--- config.mk ---
export PLATFORM = sky130hd
export DESIGN_NAME = scp_top
export DESIGN_NICKNAME = d
export VERILOG_FILES = /design/src/verilog/scp_pkg.sv /design/src/verilog/scp_trim_rom.sv /design/src/verilog/scp_top.sv
export VERILOG_INCLUDE_DIRS = /design/src /design/src/verilog
export SDC_FILE = /design/constraint.sdc
export NUM_CORES = 1
export LEC_CHECK = 0
export BUFFER_PORTS_ARGS = -buffer_cell sky130_fd_sc_hd__buf_2
export CAP_MARGIN = 10
export CORE_MARGIN = 5
export CORE_UTILIZATION = 50
export CTS_CLUSTER_DIAMETER = 150
export CTS_CLUSTER_SIZE = 10
export DETAILED_ROUTE_END_ITERATION = 6
export GPL_ROUTABILITY_DRIVEN = 0
export MAX_ROUTING_LAYER = met4
export PLACE_DENSITY_LB_ADDON = 0.15
export SYNTH_ARGS = -nofsm -noshare
export SYNTH_HDL_FRONTEND = slang
export SYNTH_SLANG_ARGS = --single-unit
--- constraint.sdc ---
create_clock -name clock_i -period 7.9 [get_ports clock_i]
set_input_delay 0.395 -clock clock_i [delete_from_list [all_inputs] [get_ports clock_i]]
set_output_delay 0.395 -clock clock_i [all_outputs]
set_load 0.01 [all_outputs]
--- src/verilog/scp_map.svh ---
// Offsets, field positions, reset values and timing counts of the clock control block.
// Behaviour
// - Fuse 10 or 01 selects RC oscillator.
// - Slower RC mode is RC divided by two.
// - Fuse 11 selects low-power oscillator.
// - Reset copies matching factory trim byte.
// - Watchdog oscillator still times reset delay.
// - Wake waits 6 cycles; reset adds fused delay.
// - Reset pin fuse stretches shortest delay.
// - Delivered fuses give RC, long start, divide-eight.
// - CPU, I/O, ADC, flash clocks divided alike.
// - Divider switch has no glitch, no overspeed.
// - Switch: old period, then new periods.
// - Trim is monotonic seven bits; top reads zero.
// - Unlock sets only when other bits zero.
// - Unlock clears after four cycles or use.
// - Division accepted only inside unlock window.
// - Division resets to 0000 or 0011 by fuse.
// - Any division value accepted through unlock.
// - Codes 0000..0011 divide 1,2,4,8; 6:4 zero.
// - Codes 0100..1000 divide 16..256; rest reserved.
`ifndef SCP_MAP_SVH
`define SCP_MAP_SVH

// ----------------------------------------------------------------------------
// Register offsets
// ----------------------------------------------------------------------------
`define SCP_ADDR_W             2
`define SCP_OFF_TRIM           2'h0
`define SCP_OFF_PRESCALE       2'h1
`define SCP_OFF_STATUS         2'h2

// ----------------------------------------------------------------------------
// Field positions and values
// ----------------------------------------------------------------------------
`define SCP_UNLOCK_BIT         7
`define SCP_UNLOCK_WORD        8'h80
`define SCP_TRIM_MSB           6
`define SCP_DIV_MSB            3
`define SCP_DIV_MAX_EXP        4'h8
`define SCP_DIV_RST_FAST       4'h0
`define SCP_DIV_RST_SLOW       4'h3
`define SCP_FUSE_RC_FAST       2'h2
`define SCP_FUSE_RC_SLOW       2'h1
`define SCP_FUSE_LOW_POWER     2'h3
`define SCP_SUT_SHORT          2'h0
`define SCP_SUT_MEDIUM         2'h1
`define SCP_SUT_LONG           2'h2

// ----------------------------------------------------------------------------
// Timing counts
// ----------------------------------------------------------------------------
`define SCP_UNLOCK_CYCLES      3'h4
`define SCP_WAKE_CK            4'h6
`define SCP_RESET_CK           4'he
`define SCP_DELAY_SHORT_MS     4
`define SCP_DELAY_SHORT_WDT    512
`define SCP_DELAY_LONG_MS      64
`define SCP_DELAY_LONG_WDT     8192

`endif

--- src/verilog/scp_pkg.sv ---
// Types shared by the clock control block.
package scp_pkg;
   typedef enum logic [2:0] {
      SCP_ST_RESET_CK,
      SCP_ST_RESET_WDT,
      SCP_ST_RUN,
      SCP_ST_SLEEP,
      SCP_ST_WAKE
   } scp_state_t;

   typedef enum logic [1:0] {
      SCP_SRC_RC_FAST,
      SCP_SRC_RC_SLOW,
      SCP_SRC_LOW_POWER
   } scp_source_t;
endpackage

--- src/verilog/scp_trim_rom.sv ---
// Factory trim store: one byte per RC mode, read data registered.
`timescale 1ns/1ps
module scp_trim_rom #(
   parameter logic [6:0] TRIM_FAST = 7'h40,
   parameter logic [6:0] TRIM_SLOW = 7'h40
) (
   input  wire logic       clock_i,
   input  wire logic       slow_sel_i,
   output logic [6:0]      trim_o
);
   logic [6:0] rom_q [2];

   // Contents are fixed at build time; the array keeps the lookup in one place.
   always_comb begin
      rom_q[0] = TRIM_FAST;
      rom_q[1] = TRIM_SLOW;
   end

   always_ff @(posedge clock_i) begin
      trim_o <= rom_q[slow_sel_i];
   end
endmodule

--- src/verilog/scp_top.sv ---
// Clock source selection, start-up timing, trim register and glitch-free prescaler.
//
// The placing of the registers and the plain strobed port were left to the implementer.
`timescale 1ns/1ps
`include "scp_map.svh"
module scp_top
   import scp_pkg::*;
#(
   parameter int         DELAY_SHORT_WDT = `SCP_DELAY_SHORT_WDT,
   parameter int         DELAY_LONG_WDT  = `SCP_DELAY_LONG_WDT,
   parameter logic [6:0] TRIM_FAST       = 7'h40,
   parameter logic [6:0] TRIM_SLOW       = 7'h40
) (
   input  wire logic                   clock_i,
   input  wire logic                   rst_i,
   input  wire logic [1:0]             clock_source_select_fuse_i,
   input  wire logic [1:0]             startup_time_fuse_i,
   input  wire logic                   divide_by_eight_fuse_i,
   input  wire logic                   reset_pin_disable_fuse_i,
   input  wire logic                   lp_osc_tick_i,
   input  wire logic                   wdt_osc_tick_i,
   input  wire logic                   sleep_i,
   input  wire logic                   wake_i,
   input  wire logic [`SCP_ADDR_W-1:0] addr_i,
   input  wire logic [7:0]             wdata_i,
   input  wire logic                   write_i,
   input  wire logic                   read_i,
   output logic      [7:0]             rdata_o,
   output logic      [6:0]             osc_trim_o,
   output logic                        cpu_clk_en_o,
   output logic                        io_clk_en_o,
   output logic                        adc_clk_en_o,
   output logic                        flash_clk_en_o,
   output logic                        wdt_clk_en_o,
   output logic                        running_o
);

   localparam int WDT_CNT_W = $clog2(DELAY_LONG_WDT + 1);

   // ----------------------------------------------------------------------------
   // Fuse capture
   // ----------------------------------------------------------------------------
   scp_source_t source_q;
   logic [1:0]  startup_q;
   logic        rst_pin_dis_q;

   // Fuses use the convention that 0 means programmed.
   always_ff @(posedge clock_i) begin
      if (rst_i) begin
         startup_q     <= startup_time_fuse_i;
         rst_pin_dis_q <= ~reset_pin_disable_fuse_i;
         case (clock_source_select_fuse_i)
            `SCP_FUSE_RC_SLOW:   source_q <= SCP_SRC_RC_SLOW;
            `SCP_FUSE_LOW_POWER: source_q <= SCP_SRC_LOW_POWER;
            default:             source_q <= SCP_SRC_RC_FAST;
         endcase
      end
   end

   // ----------------------------------------------------------------------------
   // Source clock ticks
   // ----------------------------------------------------------------------------
   logic half_q;
   logic src_tick;

   // The slow RC mode is the fast oscillator behind one divide-by-two stage.
   always_ff @(posedge clock_i) begin
      if (rst_i) begin
         half_q <= 1'b0;
      end else begin
         half_q <= ~half_q;
      end
   end

   always_comb begin
      case (source_q)
         SCP_SRC_RC_SLOW:   src_tick = half_q;
         SCP_SRC_LOW_POWER: src_tick = lp_osc_tick_i;
         default:           src_tick = 1'b1;
      endcase
   end

   // The watchdog oscillator runs on its own, whatever the system clock source is.
   always_ff @(posedge clock_i) begin
      if (rst_i) begin
         wdt_clk_en_o <= 1'b0;
      end else begin
         wdt_clk_en_o <= wdt_osc_tick_i;
      end
   end

   // ----------------------------------------------------------------------------
   // Trim register
   // ----------------------------------------------------------------------------
   logic [6:0] factory_trim;
   logic       trim_we;

   scp_trim_rom #(
      .TRIM_FAST (TRIM_FAST),
      .TRIM_SLOW (TRIM_SLOW)
   ) u_rom (
      .clock_i    (clock_i),
      .slow_sel_i (clock_source_select_fuse_i == `SCP_FUSE_RC_SLOW),
      .trim_o     (factory_trim)
   );

   assign trim_we = write_i && (addr_i == `SCP_OFF_TRIM);

   // Reset is held for at least two edges, so the registered store output is valid.
   always_ff @(posedge clock_i) begin
      if (rst_i) begin
         osc_trim_o <= factory_trim;
      end else if (trim_we) begin
         osc_trim_o <= wdata_i[`SCP_TRIM_MSB:0];
      end
   end

   // ----------------------------------------------------------------------------
   // Prescale register and unlock window
   // ----------------------------------------------------------------------------
   logic       pre_we;
   logic [2:0] unlock_cnt_q;
   logic       unlock;
   logic       div_accept;
   logic [3:0] div_sel_q;

   assign pre_we     = write_i && (addr_i == `SCP_OFF_PRESCALE);
   assign unlock     = (unlock_cnt_q != 3'h0);
   assign div_accept = pre_we && unlock && !wdata_i[`SCP_UNLOCK_BIT];

   // A rewrite of the unlock word inside the window is ignored entirely.
   always_ff @(posedge clock_i) begin
      if (rst_i) begin
         unlock_cnt_q <= 3'h0;
      end else if (pre_we && (wdata_i == `SCP_UNLOCK_WORD) && !unlock) begin
         unlock_cnt_q <= `SCP_UNLOCK_CYCLES;
      end else if (div_accept) begin
         unlock_cnt_q <= 3'h0;
      end else if (unlock) begin
         unlock_cnt_q <= unlock_cnt_q - 3'h1;
      end
   end

   // Reserved codes are stored as written and divide like the largest factor.
   always_ff @(posedge clock_i) begin
      if (rst_i) begin
         if (divide_by_eight_fuse_i) begin
            div_sel_q <= `SCP_DIV_RST_FAST;
         end else begin
            div_sel_q <= `SCP_DIV_RST_SLOW;
         end
      end else if (div_accept) begin
         div_sel_q <= wdata_i[`SCP_DIV_MSB:0];
      end
   end

   // ----------------------------------------------------------------------------
   // Start-up sequencer
   // ----------------------------------------------------------------------------
   scp_state_t             state_q;
   logic [3:0]             ck_cnt_q;
   logic [WDT_CNT_W-1:0]   wdt_cnt_q;
   logic [WDT_CNT_W-1:0]   wdt_target;

   always_comb begin
      case (startup_q)
         `SCP_SUT_SHORT:  wdt_target = rst_pin_dis_q ?
                             WDT_CNT_W'(DELAY_SHORT_WDT) : '0;
         `SCP_SUT_MEDIUM: wdt_target = WDT_CNT_W'(DELAY_SHORT_WDT);
         `SCP_SUT_LONG:   wdt_target = WDT_CNT_W'(DELAY_LONG_WDT);
         default:         wdt_target = WDT_CNT_W'(DELAY_LONG_WDT);
      endcase
   end

   // The real-time part is counted on watchdog oscillator ticks, not on the source.
   always_ff @(posedge clock_i) begin
      if (rst_i) begin
         state_q   <= SCP_ST_RESET_CK;
         ck_cnt_q  <= 4'h0;
         wdt_cnt_q <= '0;
      end else begin
         case (state_q)
            SCP_ST_RESET_CK: begin
               if (src_tick) begin
                  if (ck_cnt_q == `SCP_RESET_CK - 4'h1) begin
                     ck_cnt_q <= 4'h0;
                     if (wdt_target == '0) begin
                        state_q <= SCP_ST_RUN;
                     end else begin
                        state_q <= SCP_ST_RESET_WDT;
                     end
                  end else begin
                     ck_cnt_q <= ck_cnt_q + 4'h1;
                  end
               end
            end
            SCP_ST_RESET_WDT: begin
               if (wdt_osc_tick_i) begin
                  if (wdt_cnt_q == wdt_target - WDT_CNT_W'(1)) begin
                     wdt_cnt_q <= '0;
                     state_q   <= SCP_ST_RUN;
                  end else begin
                     wdt_cnt_q <= wdt_cnt_q + WDT_CNT_W'(1);
                  end
               end
            end
            SCP_ST_RUN: begin
               if (sleep_i) begin
                  state_q <= SCP_ST_SLEEP;
               end
            end
            SCP_ST_SLEEP: begin
               if (wake_i) begin
                  ck_cnt_q <= 4'h0;
                  state_q  <= SCP_ST_WAKE;
               end
            end
            SCP_ST_WAKE: begin
               if (src_tick) begin
                  if (ck_cnt_q == `SCP_WAKE_CK - 4'h1) begin
                     ck_cnt_q <= 4'h0;
                     state_q  <= SCP_ST_RUN;
                  end else begin
                     ck_cnt_q <= ck_cnt_q + 4'h1;
                  end
               end
            end
            default: begin
               state_q <= SCP_ST_RESET_CK;
            end
         endcase
      end
   end

   assign running_o = (state_q == SCP_ST_RUN);

   // ----------------------------------------------------------------------------
   // Glitch-free prescaler
   // ----------------------------------------------------------------------------
   logic [3:0] act_exp_q;
   logic [3:0] req_exp;
   logic [7:0] pre_cnt_q;
   logic [7:0] pre_last;
   logic       period_end;

   always_comb begin
      if (div_sel_q > `SCP_DIV_MAX_EXP) begin
         req_exp = `SCP_DIV_MAX_EXP;
      end else begin
         req_exp = div_sel_q;
      end
   end

   // Factor is two to the power of the code: 1 up to 256 source ticks per output.
   assign pre_last   = 8'((9'h1 << act_exp_q) - 9'h1);
   assign period_end = src_tick && (pre_cnt_q == pre_last);

   // A new factor is only taken when the current period completes, so the
   // old period always finishes whole and no shortened pulse appears.
   always_ff @(posedge clock_i) begin
      if (rst_i) begin
         if (divide_by_eight_fuse_i) begin
            act_exp_q <= `SCP_DIV_RST_FAST;
         end else begin
            act_exp_q <= `SCP_DIV_RST_SLOW;
         end
         pre_cnt_q <= 8'h0;
      end else if (period_end) begin
         act_exp_q <= req_exp;
         pre_cnt_q <= 8'h0;
      end else if (src_tick) begin
         pre_cnt_q <= pre_cnt_q + 8'h1;
      end
   end

   // All four domains share one enable, whichever source feeds the counter.
   always_ff @(posedge clock_i) begin
      if (rst_i) begin
         cpu_clk_en_o   <= 1'b0;
         io_clk_en_o    <= 1'b0;
         adc_clk_en_o   <= 1'b0;
         flash_clk_en_o <= 1'b0;
      end else begin
         cpu_clk_en_o   <= period_end && running_o;
         io_clk_en_o    <= period_end && running_o;
         adc_clk_en_o   <= period_end && running_o;
         flash_clk_en_o <= period_end && running_o;
      end
   end

   // ----------------------------------------------------------------------------
   // Register read port
   // ----------------------------------------------------------------------------
   always_ff @(posedge clock_i) begin
      if (rst_i) begin
         rdata_o <= 8'h0;
      end else if (read_i) begin
         case (addr_i)
            `SCP_OFF_TRIM:     rdata_o <= {1'b0, osc_trim_o};
            `SCP_OFF_PRESCALE: rdata_o <= {unlock, 3'h0, div_sel_q};
            `SCP_OFF_STATUS:   rdata_o <= {3'h0, running_o, act_exp_q[3:0]};
            default:           rdata_o <= 8'h0;
         endcase
      end else begin
         rdata_o <= 8'h0;
      end
   end

endmodule

==> Word-level counts from Yosys, hierarchy flattened <==
Cells that the tools add are included.
{ "classes": {"n_addsub": 6, "n_mul": 0, "n_div": 0, "n_lt_le_gt_ge": 2, "n_eq_ne": 24, "shift": 1, "muxes": 35, "bitwise_logic": 4, "reduce_logical": 26} }
{ "op_table": {"columns": ["cell", "count"], "rows": [
  ["$mux 4", 10],
  ["$mux 3", 11],
  ["$mux 7", 4],
  ["$pmux 14 s2", 1],
  ["$pmux 8 s3", 1],
  ["$ne 2x2->1 const B", 8],
  ["$pmux 3 s5", 1],
  ["$add 14x1->14 const B", 1],
  ["$eq 14x14->1", 1],
  ["$logic_not 14->1", 1],
  ["$mux 14", 1],
  ["$sub 14x1->14 const B", 1],
  ["$pmux 4 s3", 1],
  ["$mux 10", 1],
  ["$reduce_bool 3->1", 3],
  ["$add 8x1->8 const B", 1],
  ["$eq 2x1->1 const B", 4],
  ["$eq 8x8->1", 1],
  ["$eq 8x8->1 const B", 1],
  ["$logic_and 1x1->1", 8],
  ["$reduce_and 8->1", 1],
  ["$shl 1x4->8 const A", 1],
  ["$sub 8x1->8 const B", 1],
  ["$eq 2x2->1 const B", 3],
  ["other kinds (22)", 31]
]} }
{ "word_totals": {"register_bits": 70, "latchBits": 0, "ram_bits": 0, "romBits": 0, "memories": 0} }

==> Longest topological paths before layout <==
Gate-level depths: netlist of the first run.
{ "logic_depth": {"depth_word": 7, "ltp_mapped": 10} }

==> Cells and area by module <==
Synthesis of the first run repeated with hierarchy kept, for this count alone.
{ "unflattened": {"hier_cells": 357, "hier_area_um2": 3358.2} }
{ "modules_own_cells": {"columns": ["module", "n_inst", "cells_each", "area_each_um2", "seq_area_each_um2"], "rows": [
  ["scp_top", 1, 348, 3298.2, 1461.4],
  ["scp_trim_rom", 1, 9, 60.1, 0.0]
]} }

==> Worst setup path before layout of the first run <==
Ideal clock, no wire load.
{ "synth_timing": {"path_kind": "reg2reg", "from": "reg act_exp_q[3]", "to": "reg act_exp_q[0] (enable)", "arrival_ns": 2.611, "slack_ns": 4.992, "stages_incl_launch_ff": 11, "n_path_buf": 2, "synth_period_minus_slack_ns": 2.908, "path_cell_list": "edfxtp_1 buf_2 nor3_1 nand2_1 ha_1 buf_6 nor2b_4 and4_4 or4_4 nor3_4 a21o_2"} }
{ "synth_via": {"elab_chain_cells": 5} }
{ "synth_lines": {"columns": ["item", "line_no", "text"], "rows": [
  ["from (decl)", "scp_top.sv:240", "logic [3:0] act_exp_q;"],
  ["from (signal assigned)", "scp_top.sv:263", "act_exp_q <= `SCP_DIV_RST_FAST;"],
  ["from (signal assigned)", "scp_top.sv:265", "act_exp_q <= `SCP_DIV_RST_SLOW;"],
  ["from (signal assigned)", "scp_top.sv:269", "act_exp_q <= req_exp;"],
  ["$shl 1x4->8", "scp_top.sv:255", "assign pre_last = 8'((9'h1 << act_exp_q) - 9'h1);"],
  ["$sub 8x1->8", "scp_top.sv:255", null],
  ["$eq 8x8->1", "scp_top.sv:256", "assign period_end = src_tick && (pre_cnt_q == pre_last);"],
  ["$logic_and 1x1->1", "scp_top.sv:256", null],
  ["$reduce_bool 2->1 (no source line)", null, null]
]} }
Every way passes these cells.
A chain may end at the register's enable or synchronous reset.

==> Worst setup path in the final report of the first run <==
Same ends and word-level chain as after synthesis.

==> results of run 1 <==
per-stage QoR:
| stage | instances | area (um2) | hold slack, ps | setup WS (ps) |
|---|---|---|---|---|
| final | 467 | 3660 | 243 | 4660 |
| after floorplan | 350 | 3290 | 413 | 4990 |
| after global routing | 467 | 3660 | 223 | 4500 |
| after global placement | 451 | 3490 | 431 | 4790 |
| after CTS | 467 | 3660 | 230 | 4660 |
| after detailed placement | 451 | 3490 | 435 | 4690 |
power by group through the flow:
stage / logic (W) / registers (W) / clock network (W)
6_report: 0.000117 / 0.000379 / 0.000245
5_1_grt: 0.000133 / 0.000383 / 0.000270
4_1_cts: 0.000118 / 0.000379 / 0.000252
3_5_place_dp: 0.000117 / 0.000386 / 0
3_3_place_gp: 0.000116 / 0.000386 / 0
2_1_floorplan: 0.0000939 / 0.000381 / 0
logic make-up after synthesis:
logic type,Yosys count,share of synthesized area [%]
multiplexers,11,3.38
XOR/XNOR,25,6.65
AND/OR/NAND/NOR,150,24.7
flip-flops,63,44.4
AO/OA/AOI/OAI,61,12.5
buffers and inverters,31,5.05
adder cells (fa/ha/maj),9,3.42
layout make-up:
cell class / count / area (um2)
repair buffers: 44 / 220
multi-input cells: 256 / 1670
fillers: 572 / 2730
clock inverters: 1 / 5.00
inverters: 11 / 41.3
clock buffers: 15 / 166
well taps: 77 / 96.3
flip-flops and latches: 63 / 1460
registers in the layout, indices dropped and copies added (netlist names), 4 cells and up:
name        count
wdt_cnt_q      14
pre_cnt_q       8
rdata_o         8
osc_trim_o      7
act_exp_q       4
ck_cnt_q        4
div_sel_q       4
routing by layer:
metal  global-route usage (%)  vias up
li1                         -     1313
met1                     20.9     1230
met2                     28.3       46
met3                     5.37        8
met4                     5.50        0
met5                        -        -
critical path, delay by kind of cell, from the launching register on:
family / cells / cell delay [ps]
adder cells (fa/ha/maj): 1 / 320
AO/OA/AOI/OAI: 1 / 250
flip-flops: 1 / 570
AND/OR/NAND/NOR: 6 / 1820
placed cells by master (no fill, tap or decap), types with 8 or more instances in the layout:
cell / n
nand2_1: 30
clkbuf_8: 11
inv_1: 11
a211oi_1: 8
nand4_1: 8
a21oi_1: 15
xor2_1: 14
edfxtp_1: 20
nor2_1: 41
nor2b_1: 14
ha_1: 9
mux2i_1: 10
o21ai_0: 12
dfxtp_1: 43
buf_2: 44
xnor2_1: 11
worst paths after layout:
check,from,end,slack (ps),cells past startpoint
setup reg to reg,act_exp_q[3]$_SDFFCE_PP0P_,act_exp_q[0]$_DFFE_PP_,4660,8
setup / recovery,act_exp_q[3]$_SDFFCE_PP0P_,act_exp_q[0]$_DFFE_PP_,4660,8
hold / removal,startup_time_fuse_i[1],startup_q[1]$_DFFE_PP_,240,1
hold reg to reg,half_q$_SDFF_PP0_,half_q$_SDFF_PP0_,440,1
==> reports/results.txt, run 1 <==
IO Count = 45
largest net degree at the start of global routing = 42
critical path fanouts, max = 14
CTS resizes = 0
Worst Path Arrival = 3280 ps
CP Class = flip-flop to flip-flop
worst vdd ir = 0.000129 V
num rows = 29
core area = 0.00639 mm2
CTS tree = built
Max clock buf depth = 2
Sw Share = 26.8%
Setup Fix Bufs, Post-CTS = 0
DRC viols = 0
starting density of the core = 51.6%
max_cap viols = 0
clk root buf = clkbuf_8
CP cell instances = nor3_1, nand2_1, ha_1, nor2b_4, and4_4, or4_4, nor3_4, a21o_2
routed wl met2 = 3420 um
Tcrit/Tclk final = 41.0%
post-synth top area cell = dfxtp_1
Final HPWL DP = 4980 um
CTS Hold Bufs = 0
final hold violation count = 0
Post-synth top cells = 43 x dfxtp_1, 41 x nor2_1, 30 x nand2_1
depth of the CTS H-tree = 3
gr usage total = 17.5%
first-pass GRT wire length = 11600 um
WL met3 = 234 um
die area = 0.00831 mm2
Die Width = 91.2 um
sequential share of power = 51.1%
Clk pwr share = 33.1%
skew final = 10.7 ps
antenna violations before repair = 0
Reg clk slew, reported paths = 60 ps
number of diodes = 0
Post-Syn Area = 0.00329 mm2
CP max-delay cell = edfxtp_1
Least-Margin Pin Slew = 982 ps
Yosys warning total = 0
Syn Nets = 383
top routing layer in use = met4
final slew viol count = 0
CTS buffer count = 9
Synth area leaders = dfxtp_1 26%, edfxtp_1 18%, nor2_1 4.7%
drt total wl = 6780 um
Metal-1 WL = 3040 um
chip height = 91.2 um
Power Dens Cells = 203 mW/mm2
Tmin final = 3240 ps
status = complete, no violations
per-cell routed wire length = 14.5 um
I/O Buffers = 44
most frequent cell after synthesis = dfxtp_1
GRT Residual Overflow = 0
P_leak = 1.44 nW
Design Power = 0.000742 W
Cells after Synth = 350
Worst setup EP type = flip-flop
DR vias = 2597
Synth Flop Type = dfxtp_1
DRC marker count from the first detailed-route iteration = 130
CP startpoint kind = flip-flop
Setup-failing EPs final = 0
combinational fraction of design power = 15.8%
synthesized area per cell = 9.41 um2
synth unique cells = 64
Max-Slew Margin vs Limit = 34.5%
Via density = 5.56
share of cells above drive strength 1 = 18.5%
sw power = 0.000199 W
Syn-to-layout area delta = 11.0%
Synth async-reset ratio = 0%
Nets = 418
1st-pass router iterations = 4
Setup TNS = 0 ps
register area share after synthesis = 44.4%
Synth top area share = 26.1%
Data required, critical path = 7940 ps
FF+latch count, synth = 63
worst stage delay on the critical path = 570 ps
RSZ-0062 raised after global routing = false
final design utilization = 57.3%
Final ANT Viol Nets = 0
Sinks on Clock Net = 63
number of global-route vias before repair = 2498
HP Class = input port to flip-flop
Max Clk Rate = 0.309 GHz
EDFF count, synth = 20
Clk Latency, worst-skew pair = 330 ps
cell internal pwr = 0.000543 W
(Power assumes the default switching activity.)
==> run 2, diff against run 1 <==
==> constraint.sdc (replaced) <==
create_clock -name clock_i -period 2.95 [get_ports clock_i]
set_input_delay 0.1475 -clock clock_i [delete_from_list [all_inputs] [get_ports clock_i]]
set_output_delay 0.1475 -clock clock_i [all_outputs]
set_load 0.01 [all_outputs]
==> reports/results.txt, run 2 (synthesis results as in run 1) <==
Setup-failing EPs final = 0
largest net degree at the start of global routing = 25
gr usage total = 17.1%
Tmin final = 2640 ps
register area = 0.00146 mm2
Multi-input gate area = 0.00167 mm2
final slew viol count = 0
drt total wl = 6790 um
Die Width = 91.2 um
I/O Buffers = 44
first-pass GRT wire length = 11400 um
Largest Register = wdt_cnt_q
RSZ-0062 raised after global routing = false
Final HPWL DP = 5020 um
Max clock buf depth = 2
1st-pass router iterations = 4
GRT Residual Overflow = 0
Sinks on Clock Net = 63
num rows = 29
number of global-route vias before repair = 2408
CP Class = flip-flop to flip-flop
final design utilization = 59.2%
core area = 0.00639 mm2
DR vias = 2631
clk root buf = clkbuf_8
Reg clk slew, reported paths = 60 ps
share of cells above drive strength 1 = 20.7%
DRC marker count from the first detailed-route iteration = 129
CTS buffer count = 9
per-cell routed wire length = 14.2 um
HP Class = input port to flip-flop
worst vdd ir = 0.000342 V
Final ANT Viol Nets = 0
depth of the CTS H-tree = 3
die area = 0.00831 mm2
Via density = 5.50
most frequent cells in the layout = 44 x buf_2, 43 x dfxtp_1, 41 x nor2_1
max_cap viols = 0
Power Dens Cells = 550 mW/mm2
CTS tree = built
number of diodes = 0
starting density of the core = 51.6%
skew final = 10.1 ps
Data required, critical path = 2980 ps
Worst Path Arrival = 2680 ps
chip height = 91.2 um
IO Count = 45
Tcrit/Tclk final = 89.6%
critical path fanouts, max = 10
Setup TNS = 0 ps
most common cell after layout, fill and taps aside = buf_2
Least-Margin Pin Slew = 709 ps
DRC viols = 0
P_leak = 1.51 nW
Max-Slew Margin vs Limit = 52.3%
Syn-to-layout area delta = 14.7%
Setup Fix Bufs, Post-CTS = 0
biggest regs = wdt_cnt_q x14, pre_cnt_q x8, rdata_o x8
CP startpoint kind = flip-flop
max FFs per register = 14
status = complete, no violations
antenna violations before repair = 0
fill count = 573
Max Clk Rate = 0.378 GHz
Worst setup EP type = flip-flop
final hold violation count = 0
Clk Latency, worst-skew pair = 330 ps
Nets = 429
[run 2: cell count changes in the layout (fill, tap and decap cells not counted)]
cell,before,now
dlygate4sd3_1,0,2
clkbuf_1,4,2
clkbuf_8,11,12
clkinv_2,1,0
clkinvlp_4,0,1
buf_4,0,9
clkbuf_16,0,1
[run 2: repair_timing]
item / 4_1_cts / 5_1_grt
resized for setup: 0 / 0
hold endpoints to repair: 2 / 0
hold buffers: 2 / 0
[run 2: through the flow]
stage | setup WS [ps] | instances | instance area, um2 | hold WS, ps | total power [W]
global placement | 425 | 460 | 3550 | 333 | 0.00135
floorplan | 41.7 | 350 | 3290 | 246 | 0.00127
global route | 152 | 478 | 3780 | 59.5 | 0.00219
CTS | 313 | 478 | 3780 | 51.8 | 0.00211
finish | 307 | 478 | 3780 | 63.1 | 0.00208
detailed placement | 330 | 460 | 3550 | 333 | 0.00136
[run 2: worst max-delay path: stages (launching register included)]
cell and delay [ps]:
edfxtp_1 380, nor3_1 310, nand2_1 140, ha_1 240
buf_4 170, xor2_1 190, and3_1 180, o21ai_0 90
a21oi_2 410, a21o_2 250
[run 2: metal layers]
| metal | global-route usage (%) | routed length (um) | vias up |
|---|---|---|---|
| li1 | - | - | 1346 |
| met1 | 22.4 | 3100 | 1245 |
| met2 | 26.8 | 3440 | 40 |
| met3 | 2.73 | 256 | 0 |
| met4 | 6.23 | 0 | 0 |
| met5 | - | 0 | - |
[run 2: worst paths after layout]
check	startpoint	end	slack, ps	depth (start not counted)
max	act_exp_q[3]$_SDFFCE_PP0P_	act_exp_q[1]$_DFFE_PP_	310	9
min	reset_pin_disable_fuse_i	rst_pin_dis_q$_DFFE_PP_	60	2
max reg2reg	act_exp_q[3]$_SDFFCE_PP0P_	act_exp_q[1]$_DFFE_PP_	310	9
min reg2reg	half_q$_SDFF_PP0_	half_q$_SDFF_PP0_	450	1
[run 2: power breakdown]
group	internal (W)	switching (W)
Sequential	0.000960	0.0000497
Combinational	0.000154	0.000178
Clock	0.000426	0.000311
[run 2: layout make-up]
class | count | share of cell area (%)
clock buffer | 15 | 5.23
timing repair buffer | 55 | 8.15
tap | 77 | 2.55
sequential | 63 | 38.7
multi-input combinational | 256 | 44.1
clock inverter | 1 | 0.199
inverter | 11 | 1.09
==> run 3, diff against run 2 <==
--- a/config.mk
+++ b/config.mk
@@ -14,6 +14,7 @@
 export CTS_CLUSTER_SIZE = 10
 export DETAILED_ROUTE_END_ITERATION = 6
 export GPL_ROUTABILITY_DRIVEN = 0
+export HOLD_SLACK_MARGIN = 0.1
 export MAX_ROUTING_LAYER = met4
 export PLACE_DENSITY_LB_ADDON = 0.15
 export SYNTH_ARGS = -nofsm -noshare
==> reports/results.txt, run 3 (synthesis results as in run 1) <==
status = complete, no violations
DR vias = 2631
Worst setup EP type = flip-flop
first-pass GRT wire length = 11500 um
combinational fraction of design power = 16.2%
DRC marker count from the first detailed-route iteration = 146
antenna violations before repair = 0
1st-pass router iterations = 4
I/O Buffers = 44
Multi-input gate area = 0.00167 mm2
chip height = 91.2 um
clk root buf = clkbuf_8
DRC viols = 0
Sinks on Clock Net = 63
Clk Latency, worst-skew pair = 330 ps
Final ANT Viol Nets = 0
Max clock buf depth = 2
CTS tree = built
sw power = 0.000540 W
fill count = 567
share of cells above drive strength 1 = 20.5%
Largest Register = wdt_cnt_q
num rows = 29
max_cap viols = 0
Setup TNS = 0 ps
number of diodes = 0
Clk pwr share = 35.4%
worst vdd ir = 0.000341 V
CTS resizes = 0
most frequent cells in the layout = 44 x buf_2, 43 x dfxtp_1, 41 x nor2_1
final slew viol count = 0
Power Dens Cells = 546 mW/mm2
max FFs per register = 14
IO Count = 45
die area = 0.00831 mm2
final hold violation count = 0
Reg clk slew, reported paths = 70 ps
worst hold slack = 124 ps
CP Class = flip-flop to flip-flop
Least-Margin Pin Slew = 716 ps
Setup-failing EPs final = 0
Setup Fix Bufs, Post-CTS = 0
number of global-route vias before repair = 2428
depth of the CTS H-tree = 3
core area = 0.00639 mm2
gr usage total = 17.2%
final design utilization = 59.8%
RSZ-0062 raised after global routing = false
Data required, critical path = 2980 ps
GRT Residual Overflow = 0
Via density = 5.46
Tmin final = 2650 ps
Sw Share = 25.9%
critical path fanouts, max = 10
CP startpoint kind = flip-flop
skew final = 9.67 ps
cell internal pwr = 0.00154 W
sequential share of power = 48.5%
Tcrit/Tclk final = 89.9%
Worst Path Arrival = 2690 ps
P_leak = 1.53 nW
starting density of the core = 51.6%
Final HPWL DP = 5020 um
Max Clk Rate = 0.377 GHz
CTS buffer count = 9
most common cell after layout, fill and taps aside = buf_2
worst stage delay on the critical path = 420 ps
CP max-delay cell = a21oi_2
per-cell routed wire length = 14.2 um
Die Width = 91.2 um
biggest regs = wdt_cnt_q x14, pre_cnt_q x8, rdata_o x8
register area = 0.00146 mm2
Syn-to-layout area delta = 15.9%
HP Class = input port to flip-flop
Max-Slew Margin vs Limit = 51.9%
CP cell instances = nor3_1, nand2_1, ha_1, buf_4, xor2_1, and3_1, o21ai_0, a21oi_2, a21o_2
drt total wl = 6830 um
Nets = 433
largest net degree at the start of global routing = 25
[run 3: final cells by class]
| type | count | share of cell area (%) |
|---|---|---|
| clock buffer | 15 | 5.18 |
| clock inverter | 1 | 0.197 |
| inverter | 11 | 1.08 |
| multi-input combinational | 256 | 43.6 |
| sequential | 63 | 38.3 |
| tap | 77 | 2.52 |
| timing repair buffer | 59 | 9.11 |
[run 3: critical path, delay by kind of cell (launching register included)]
kind / cells / cell delay [ps]
AO/OA/AOI/OAI: 3 / 770
XOR/XNOR: 1 / 190
adder cells (fa/ha/maj): 1 / 240
buffers and inverters: 1 / 170
flip-flops: 1 / 380
AND/OR/NAND/NOR: 3 / 620
[run 3: routing by layer]
layer	up-vias	part of all wire (%)	GRT usage (%)	wire length, um
li1	1351	-	-	-
met1	1242	47	22.9	3190
met2	38	50	26.7	3430
met3	0	3.1	2.73	209
met4	0	0	6.23	0
met5	-	0	-	0
[run 3: what timing repair did]
| item | 4_1_cts | 5_1_grt |
|---|---|---|
| endpoints found under the hold margin | 6 | 0 |
| hold buffers | 6 | 0 |
| endpoints found under the setup margin | 0 | 0 |
[run 3: path summary, 6_finish.rpt]
check                              from                 endpoint  slack, ps  depth (start not counted)
min                      wdt_osc_tick_i  wdt_clk_en_o$_SDFF_PP0_        120                          2
max          act_exp_q[3]$_SDFFCE_PP0P_   act_exp_q[1]$_DFFE_PP_        300                          9
min reg2reg           half_q$_SDFF_PP0_        half_q$_SDFF_PP0_        450                          1
max reg2reg  act_exp_q[3]$_SDFFCE_PP0P_   act_exp_q[1]$_DFFE_PP_        300                          9
[run 3: metrics by stage]
step / area (um2) / power [W] / setup slack [ps] / std cells
6_report: 3820 / 0.00208 / 297 / 482
5_1_grt: 3820 / 0.00220 / 152 / 482
4_1_cts: 3820 / 0.00211 / 313 / 482
3_5_place_dp: 3550 / 0.00136 / 330 / 460
3_3_place_gp: 3550 / 0.00135 / 425 / 460
2_1_floorplan: 3290 / 0.00127 / 41.7 / 350
[run 3: power by group through the flow]
stage	Combinational, W	Clock (W)	Sequential, W
6_report	0.000337	0.000737	0.00101
5_1_grt	0.000382	0.000798	0.00102
4_1_cts	0.000341	0.000760	0.00101
3_3_place_gp	0.000328	0	0.00103
2_1_floorplan	0.000251	0	0.00102
3_5_place_dp	0.000332	0	0.00103
